--- src/inc/ospc_pkg.sv ---
package ospc_pkg;

   // ----------------------------------------------------------------
   // enumerations
   // ----------------------------------------------------------------
   typedef enum logic [2:0] {ospc_boot, ospc_deep, ospc_sleep, ospc_standby, ospc_active, ospc_idle} ospc_state_e;
   typedef enum logic [2:0] {cmd_generic, cmd_radio_start, cmd_radio_stop, cmd_set_state, cmd_power_cfg} ospc_op_e;
   typedef enum logic [1:0] {tgt_standby, tgt_sleep, tgt_deep} ospc_target_e;
   typedef enum logic [1:0] {idle_xtal, idle_rc, idle_ext} ospc_idle_e;
   typedef enum logic [1:0] {pm_quiescent, pm_xtreme, pm_standby} ospc_pmode_e;
   typedef enum logic {evt_standby_entered, evt_cmd_complete} ospc_evt_e;
   typedef enum logic {status_ok, status_refused} ospc_status_e;

   // ----------------------------------------------------------------
   // supply levels and pin levels
   // ----------------------------------------------------------------
   localparam logic VLOGIC_1V8 = 1'h1;
   localparam logic VLOGIC_1V4 = 1'h0;
   localparam logic SEL_SPI = 1'h1;
   localparam logic WAKE_ACTIVE = 1'h1;
   localparam int SYNC_STAGES = 2;

   // ----------------------------------------------------------------
   // carriers
   // ----------------------------------------------------------------
   typedef struct packed {
      ospc_op_e op;
      ospc_target_e target;
      ospc_idle_e idle;
   } ospc_cmd_s;

   typedef struct packed {
      ospc_evt_e kind;
      ospc_status_e status;
   } ospc_evt_s;

   typedef struct packed {
      ospc_pmode_e mode;
      logic xtal_on;
      logic rc_on;
      logic radio_on;
      logic vlogic_high;
   } ospc_pwr_s;

   typedef struct packed {
      ospc_state_e st;
      ospc_idle_e idle_cfg;
      logic evt_valid;
      ospc_evt_s evt;
      ospc_pwr_s pwr;
   } ospc_state_s;

   // ----------------------------------------------------------------
   // reset values
   // ----------------------------------------------------------------
   localparam ospc_idle_e IDLE_CFG_RESET = idle_xtal;
   localparam ospc_pwr_s PWR_RESET = '{mode: pm_xtreme, xtal_on: 1'h0, rc_on: 1'h1, radio_on: 1'h0,
                                       vlogic_high: VLOGIC_1V8};
   localparam ospc_evt_s EVT_RESET = '{kind: evt_cmd_complete, status: status_ok};
   localparam ospc_state_s STATE_RESET = '{st: ospc_boot, idle_cfg: IDLE_CFG_RESET, evt_valid: 1'h0,
                                           evt: EVT_RESET, pwr: PWR_RESET};

endpackage

--- src/verilog/ospc_top.sv ---
// Overview of operation
// - after power-up completes, enter Standby with no host action
// - each state except radio-active and radio-idle drives a fixed oscillator, radio and logic supply set
// - every entry into Standby sends the standby-entered event
// - Standby runs on crystal, radio off, halted until a command
// - Sleep never enables the radio and is only left towards Standby
// - UART Sleep: wake pin high restarts clocks, enters Standby with event
// - SPI Sleep: limited commands, radio-enabling commands refused
// - SPI Sleep: set-state to Standby moves to Standby, other targets refused
// - Deep-Sleep: radio off, interface only wakes, default wake to Standby
// - UART Deep-Sleep: wake pin high restarts clocks, Standby with event
// - SPI Deep-Sleep: commands other than set-state to Standby or Deep-Sleep wake into Sleep and are attempted
// - set-state from Deep-Sleep: Standby with event, silent Deep-Sleep, or Sleep with reply
// - radio-active is entered only from Standby or radio-idle
// - radio-active runs on crystal, interface open, radio switched dynamically
// - only the device moves between radio-active and radio-idle
// - radio-idle defaults to crystal; other modes need power-mode config
// - UART idle is crystal only; SPI may use RC or external timer
// - radio-idle keeps radio off and accepts any command except set-state, which is refused
`timescale 1ns/1ps
`default_nettype none

module ospc_top #(
   parameter logic HAS_EXT_TIMER = 1'h0
) (
   // clock and reset
   input wire logic clk,
   input wire logic reset_n,
   // pins
   input wire logic wake_pin,
   input wire logic iface_sel,
   // start-up sequencer
   input wire logic powerup_done,
   // decoded host commands
   input wire logic cmd_valid,
   output logic cmd_ready,
   input wire ospc_pkg::ospc_cmd_s cmd,
   // events to host
   output logic evt_valid,
   output ospc_pkg::ospc_evt_s evt,
   // link layer
   input wire logic link_radio_req,
   input wire logic link_idle_req,
   input wire logic link_wake_req,
   input wire logic link_done,
   // power and status
   output ospc_pkg::ospc_pwr_s pwr,
   output ospc_pkg::ospc_state_e op_state,
   output logic core_halt
);

   // ----------------------------------------------------------------
   // reset and pin synchronisers
   // ----------------------------------------------------------------
   logic rst_n;
   logic [1:0] pins;
   logic wake;
   logic spi;

   ospc_sync #(.W(1)) u_rst_sync (
      .clk(clk),
      .rst_n(reset_n),
      .din(1'h1),
      .q(rst_n)
   );

   ospc_sync #(.W(2)) u_pin_sync (
      .clk(clk),
      .rst_n(rst_n),
      .din({wake_pin, iface_sel}),
      .q(pins)
   );

   assign wake = (pins[1] == ospc_pkg::WAKE_ACTIVE);
   assign spi = (pins[0] == ospc_pkg::SEL_SPI);

   // ----------------------------------------------------------------
   // state
   // ----------------------------------------------------------------
   ospc_pkg::ospc_state_s s;
   ospc_pkg::ospc_state_s n;
   ospc_pkg::ospc_pwr_s next_pwr;
   ospc_pkg::ospc_idle_e idle_eff;
   ospc_pkg::ospc_status_e stat;
   logic take;
   logic reply;
   logic sb_evt;
   logic link_busy;
   logic radio_cmd;
   logic set_cmd;

   assign radio_cmd = (cmd.op == ospc_pkg::cmd_radio_start);
   assign set_cmd = (cmd.op == ospc_pkg::cmd_set_state);

   // idle mode actually usable on the chosen transport
   always_comb begin
      idle_eff = ospc_pkg::idle_xtal;
      if (spi && (s.idle_cfg == ospc_pkg::idle_rc)) begin
         idle_eff = ospc_pkg::idle_rc;
      end else if (spi && HAS_EXT_TIMER && (s.idle_cfg == ospc_pkg::idle_ext)) begin
         idle_eff = ospc_pkg::idle_ext;
      end
   end

   // link layer state changes take the cycle, commands wait
   assign link_busy = link_done || (s.st == ospc_pkg::ospc_active && link_idle_req) ||
                      (s.st == ospc_pkg::ospc_idle && link_wake_req);
   assign cmd_ready = (s.st != ospc_pkg::ospc_boot) && !(link_busy &&
                      (s.st == ospc_pkg::ospc_active || s.st == ospc_pkg::ospc_idle));
   assign take = cmd_valid && cmd_ready;

   ospc_pwr_map u_pwr_map (
      .st(n.st),
      .idle_eff(idle_eff),
      .radio_req(link_radio_req),
      .pwr(next_pwr)
   );

   // ----------------------------------------------------------------
   // next state
   // ----------------------------------------------------------------
   always_comb begin
      n = s;
      n.evt_valid = 1'h0;
      reply = 1'h0;
      sb_evt = 1'h0;
      stat = ospc_pkg::status_ok;
      case (s.st)
         ospc_pkg::ospc_boot: begin
            if (powerup_done) begin
               n.st = ospc_pkg::ospc_standby;
               sb_evt = 1'h1;
            end
         end
         ospc_pkg::ospc_standby: begin
            if (take) begin
               reply = 1'h1;
               if (radio_cmd) begin
                  n.st = ospc_pkg::ospc_active;
               end else if (set_cmd && cmd.target == ospc_pkg::tgt_sleep) begin
                  n.st = ospc_pkg::ospc_sleep;
               end else if (set_cmd && cmd.target == ospc_pkg::tgt_deep) begin
                  n.st = ospc_pkg::ospc_deep;
               end else if (cmd.op == ospc_pkg::cmd_power_cfg) begin
                  n.idle_cfg = cmd.idle;
               end
            end
         end
         ospc_pkg::ospc_sleep: begin
            if (!spi) begin
               if (wake) begin
                  n.st = ospc_pkg::ospc_standby;
                  sb_evt = 1'h1;
               end
            end else if (take) begin
               reply = 1'h1;
               if (set_cmd && cmd.target == ospc_pkg::tgt_standby) begin
                  n.st = ospc_pkg::ospc_standby;
                  sb_evt = 1'h1;
               end else if (radio_cmd || set_cmd) begin
                  stat = ospc_pkg::status_refused;
               end else if (cmd.op == ospc_pkg::cmd_power_cfg) begin
                  n.idle_cfg = cmd.idle;
               end
            end
         end
         ospc_pkg::ospc_deep: begin
            if (!spi) begin
               if (wake) begin
                  n.st = ospc_pkg::ospc_standby;
                  sb_evt = 1'h1;
               end
            end else if (take) begin
               if (set_cmd && cmd.target == ospc_pkg::tgt_standby) begin
                  n.st = ospc_pkg::ospc_standby;
                  sb_evt = 1'h1;
               end else if (set_cmd && cmd.target == ospc_pkg::tgt_deep) begin
                  n.st = ospc_pkg::ospc_deep;
               end else begin
                  n.st = ospc_pkg::ospc_sleep;
                  reply = 1'h1;
                  if (radio_cmd) begin
                     stat = ospc_pkg::status_refused;
                  end else if (cmd.op == ospc_pkg::cmd_power_cfg) begin
                     n.idle_cfg = cmd.idle;
                  end
               end
            end
         end
         ospc_pkg::ospc_active, ospc_pkg::ospc_idle: begin
            if (link_done) begin
               n.st = ospc_pkg::ospc_standby;
               sb_evt = 1'h1;
            end else if (s.st == ospc_pkg::ospc_active && link_idle_req) begin
               n.st = ospc_pkg::ospc_idle;
            end else if (s.st == ospc_pkg::ospc_idle && link_wake_req) begin
               n.st = ospc_pkg::ospc_active;
            end else if (take) begin
               reply = 1'h1;
               if (set_cmd) begin
                  stat = ospc_pkg::status_refused;
               end else if (cmd.op == ospc_pkg::cmd_power_cfg) begin
                  n.idle_cfg = cmd.idle;
               end
            end
         end
         default: begin
            n.st = ospc_pkg::ospc_boot;
         end
      endcase
      if (sb_evt) begin
         n.evt_valid = 1'h1;
         n.evt = '{ospc_pkg::evt_standby_entered, ospc_pkg::status_ok};
      end else if (reply) begin
         n.evt_valid = 1'h1;
         n.evt = '{ospc_pkg::evt_cmd_complete, stat};
      end
      n.pwr = next_pwr;
   end

   always_ff @(posedge clk or negedge rst_n) begin
      if (!rst_n) begin
         s <= ospc_pkg::STATE_RESET;
      end else begin
         s <= n;
      end
   end

   // ----------------------------------------------------------------
   // outputs
   // ----------------------------------------------------------------
   assign evt_valid = s.evt_valid;
   assign evt = s.evt;
   assign pwr = s.pwr;
   assign op_state = s.st;
   assign core_halt = (s.st == ospc_pkg::ospc_standby) && !cmd_valid;
endmodule

`default_nettype wire

--- src/verilog/ospc_sync.sv ---
`timescale 1ns/1ps
`default_nettype none

module ospc_sync #(
   parameter int W = 1
) (
   // clock and reset
   input wire logic clk,
   input wire logic rst_n,
   // data
   input wire logic [W-1:0] din,
   output logic [W-1:0] q
);

   // ----------------------------------------------------------------
   // two flop chain
   // ----------------------------------------------------------------
   logic [ospc_pkg::SYNC_STAGES-1:0][W-1:0] chain;

   always_ff @(posedge clk or negedge rst_n) begin
      if (!rst_n) begin
         chain <= '0;
      end else begin
         chain <= {chain[0], din};
      end
   end

   assign q = chain[ospc_pkg::SYNC_STAGES-1];

endmodule

`default_nettype wire

--- src/verilog/ospc_pwr_map.sv ---
`timescale 1ns/1ps
`default_nettype none

module ospc_pwr_map (
   // state
   input wire ospc_pkg::ospc_state_e st,
   input wire ospc_pkg::ospc_idle_e idle_eff,
   input wire logic radio_req,
   // power configuration
   output ospc_pkg::ospc_pwr_s pwr
);

   // ----------------------------------------------------------------
   // state to power mode table
   // ----------------------------------------------------------------
   always_comb begin
      pwr = ospc_pkg::PWR_RESET;
      case (st)
         ospc_pkg::ospc_deep: begin
            pwr = '{ospc_pkg::pm_quiescent, 1'h0, 1'h0, 1'h0, ospc_pkg::VLOGIC_1V4};
         end
         ospc_pkg::ospc_sleep: begin
            pwr = '{ospc_pkg::pm_xtreme, 1'h0, 1'h1, 1'h0, ospc_pkg::VLOGIC_1V4};
         end
         ospc_pkg::ospc_standby: begin
            pwr = '{ospc_pkg::pm_standby, 1'h1, 1'h1, 1'h0, ospc_pkg::VLOGIC_1V8};
         end
         ospc_pkg::ospc_active: begin
            pwr = '{ospc_pkg::pm_standby, 1'h1, 1'h1, radio_req, ospc_pkg::VLOGIC_1V8};
         end
         ospc_pkg::ospc_idle: begin
            case (idle_eff)
               ospc_pkg::idle_rc: begin
                  pwr = '{ospc_pkg::pm_xtreme, 1'h0, 1'h1, 1'h0, ospc_pkg::VLOGIC_1V8};
               end
               ospc_pkg::idle_ext: begin
                  pwr = '{ospc_pkg::pm_quiescent, 1'h0, 1'h0, 1'h0, ospc_pkg::VLOGIC_1V4};
               end
               default: begin
                  pwr = '{ospc_pkg::pm_standby, 1'h1, 1'h1, 1'h0, ospc_pkg::VLOGIC_1V8};
               end
            endcase
         end
         default: begin
            pwr = ospc_pkg::PWR_RESET;
         end
      endcase
   end

endmodule

`default_nettype wire

--- config.mk ---
export PLATFORM = sky130hd
export DESIGN_NAME = ospc_top
export DESIGN_NICKNAME = d
export VERILOG_FILES = /design/src/inc/ospc_pkg.sv /design/src/verilog/ospc_top.sv /design/src/verilog/ospc_sync.sv /design/src/verilog/ospc_pwr_map.sv
export SDC_FILE = /design/constraint.sdc
export NUM_CORES = 1
export LEC_CHECK = 0
export ABC_AREA = 1
export BUFFER_PORTS_ARGS = -buffer_cell sky130_fd_sc_hd__buf_2
export CAP_MARGIN = 0
export CORE_AREA = 5 5 66 68
export DETAILED_ROUTE_END_ITERATION = 8
export DIE_AREA = 0 0 71 73
export HOLD_SLACK_MARGIN = 0.1
export SLEW_MARGIN = 10
export SYNTH_ARGS = -nofsm -noshare
export SYNTH_HDL_FRONTEND = slang
export SYNTH_SLANG_ARGS = --single-unit
--- constraint.sdc ---
create_clock -name clk -period 1.24 [get_ports clk]
set_clock_uncertainty 0.15 [all_clocks]
set_input_delay 0.062 -clock clk [delete_from_list [all_inputs] [get_ports clk]]
set_output_delay 0.062 -clock clk [all_outputs]
set_load 0.005 [all_outputs]
==> run metrics <==
Post-Route WL 3.20 mm; pre-CTS setup slack -0.504 ns; delay of the slowest critical-path stage approximately 0.47 ns; initial antenna violation count 0; average cell area after synthesis 7.48 sq um; final hold vios 0; Min-Delay Endpoint op_state[0]; full die area 0.00518 sq mm; status complete, but fails checks; setup ws final -0.546 ns; pwr dens 1910 mW/mm^2; RePlAce Congestion 0.926; Hold Path Cell Cnt 4; Cell Chain, Critical Path nand2_1 > inv_1 > nand2_2 > nand2_2 > nor2_4 > buf_4 > buf_6 > buf_6 > buf_6; Die Span X 71 um; vias in the first global route around 1200; Synth Flop Type dfrtp_1; clock slew at reported path FFs 0.06 ns; peak supply drop 0.761 mV; Synth warnings 0; CTS tree yes; top cell type's share of synthesized area about 31%; total power 3.55 mW; GRT Residual Overflow 0; Initial Utilization 32.3%; Seq/Total Area, Yosys 39.1%; max-slew violation count 0; clock share of power 11.6%; CP endpoint kind output port; min-delay src cmd_valid; period utilisation layout 144%; Max Cap Violations 0; dpl hpwl 2.52 mm; top post-synthesis cells by area dfrtp_1 (31%), nand2_1 (13%), dfstp_2 (8.6%); Syn Inst Count 164; CP max stage cell dfrtp_2; synthesized net count ~180; io pins 31; Setup violations, final 15; Die Y 73 um; Mapped Area 0.00123 sq mm; Avg WL per Cell 11.3 um; first-pass GRT wire length between 5 and 6 mm; CP required roughly 1.0 ns; most instantiated cells after synthesis nand2_1 (41), nand3_1 (17), inv_1 (16), dfrtp_1 (15), nor2_1 (13); worst hold-check path type primary input to register; Clock Root Buffer clkbuf_8; Combinational Power Share 61.5%; largest net degree at the start of global routing 18; FFs w/ async S/R, synth between 90% and 100%; P_sw 1.45 mW; Crit Reg-Reg Startpoint op_state[2]; switching share of power between 40% and 50%; static leakage between 1 and 1.5 nW; sequential power share a little over a quarter; post-route minimum period 1.79 ns; initial drt markers just over 70; htree depth 1; Worst Path Max Fanout 7; share of cells above drive strength 1 a little under half; failing checks negative setup slack; Internal 2.10 mW; Max Buffers Root-to-Sink 2; diode count 0; port bufs 30; nets 251; Sink Count 19; cell family with most CP delay flip-flops; Top cell by count, worst path buf_6; crit path buf inv count 5; std cell rows 23; Worst R2R Path Depth 12; antenna viol nets, final 0; most frequent cell after synthesis nand2_1; synthesis-to-layout area growth 51.4%; Clock Latency Late Sink 0.25 ns; RSZ-0062 raised after global routing yes; post-synth top area cell dfrtp_1; R2R setup slack -0.54 ns; CTS buffer count 3; Netlist cell types 27; CP Class register to output port; reg-to-reg endpoint pwr[5]; via count 1261; DRC viols 0; Core Area 0.00380 sq mm; Seq cells post-synth 19; Via density 4.46; CP startpoint kind register; drt pass-1 iters 4; Total GRT Usage between 10 and 15%; Fmax 560 MHz; WP data arrival 1.57 ns; EDFF count, synth 0
-- metrics by stage --
| step | std cells | hold WS [ns] | setup TNS [ns] | util, % | cell area (sq um) |
|---|---|---|---|---|---|
| floorplan | 164 | -0.384 | -3.88 | - | 1240 |
| global placement | 266 | -0.302 | -5.85 | 42.6 | 1620 |
| detailed placement | 266 | -0.301 | -5.77 | 42.6 | 1620 |
| CTS | 281 | 0.0806 | -6.48 | 47.1 | 1790 |
| global route | 283 | 0.116 | -8.84 | 48.9 | 1860 |
| finish | 283 | 0.102 | -6.95 | 48.9 | 1860 |
-- worst reg2reg max path, stage by stage, from the launching register on --
cell,delay [ns]
dfrtp_2,0.47
nand2_1,0.08
inv_1,0.04
nand2_2,0.07
nand2_2,0.07
nor2_4,0.21
nand2_4,0.11
nand2_2,0.12
nand3_4,0.10
nand3_4,0.12
nand2_1,0.06
nand2_1,0.05
nand2_1,0.04
-- what timing repair did --
action | in CTS | in global routing
endpoints found under the hold margin | 21 | 0
pin swaps | 5 | 5
resized for setup | 6 | 13
hold buffers | 8 | 0
buffers inserted | 3 | 3
setup endpoints to repair | 15 | 15
-- power groups by stage --
stage / combinational [mW] / sequential (mW) / clock [mW]
global placement: 1.92 / 0.956 / 0
detailed placement: 1.92 / 0.965 / 0
CTS: 2.04 / 0.957 / 0.425
global route: 2.41 / 0.985 / 0.454
finish: 2.18 / 0.954 / 0.413
floorplan: 1.27 / 0.954 / 0
-- kinds of logic after synthesis --
family / Yosys count / synth area share [%]
compound gates: 17 / 8.56
buf+inv: 33 / 13.7
flops: 19 / 39.1
mux: 2 / 1.63
other cells: 1 / 0.306
simple gates: 92 / 36.7
-- routing by layer --
layer  vias up  wire length (um)  track usage (%)
li1        657                 -                -
met1       566              1410             17.2
met2        38              1590             20.6
met3         0               192             2.89
met4         0                 0             1.04
met5         -                 0                0
-- worst max path at each step --
stage / startpoint / to / depth (start not counted)
detailed placement: op_state[2] / pwr[1] / 11
global placement: op_state[2] / pwr[1] / 11
global route: op_state[2] / pwr[5] / 12
finish: op_state[2] / cmd_ready / 9
CTS: op_state[2] / pwr[1] / 13
floorplan: op_state[2] / pwr[1] / 11
-- flip-flops by register name, indices dropped and copies added, names as in the netlist --
register          cells
evt                   2
u_pin_sync.q          2
u_rst_sync.chain      1
u_rst_sync.q          1
evt_valid             1
u_pin_sync.chain      2
s                     2
op_state              3
pwr                   5
-- layout by cell type, fill, tap and decap left out, types with 2 or more instances in the layout --
| cell type | instances |
|---|---|
| buf_4 | 36 |
| nand2_2 | 8 |
| nor2_4 | 2 |
| nor2_2 | 4 |
| o21ai_0 | 3 |
| nand2_4 | 2 |
| nor2_1 | 10 |
| clkbuf_8 | 3 |
| nand3_2 | 3 |
| inv_1 | 15 |
| nand3_4 | 3 |
| dfrtp_1 | 13 |
| nor3_1 | 2 |
| dfstp_2 | 4 |
| mux2i_1 | 2 |
| nand3_1 | 15 |
| nand2_1 | 36 |
| a21oi_1 | 6 |
| dlygate4sd3_1 | 8 |
| buf_2 | 29 |
| dfrtp_2 | 2 |
| inv_2 | 5 |
| buf_6 | 4 |
| o21ai_1 | 3 |
| nand4_1 | 6 |
-- cell type report --
cell class | instances | area [sq um]
multi-input combinational | 112 | 646
timing repair buffer | 77 | 541
inverter | 21 | 81.3
fill | 410 | 1940
tap | 50 | 62.6
clock buffer | 4 | 45.0
sequential | 19 | 483
(Power assumes the default switching activity.)
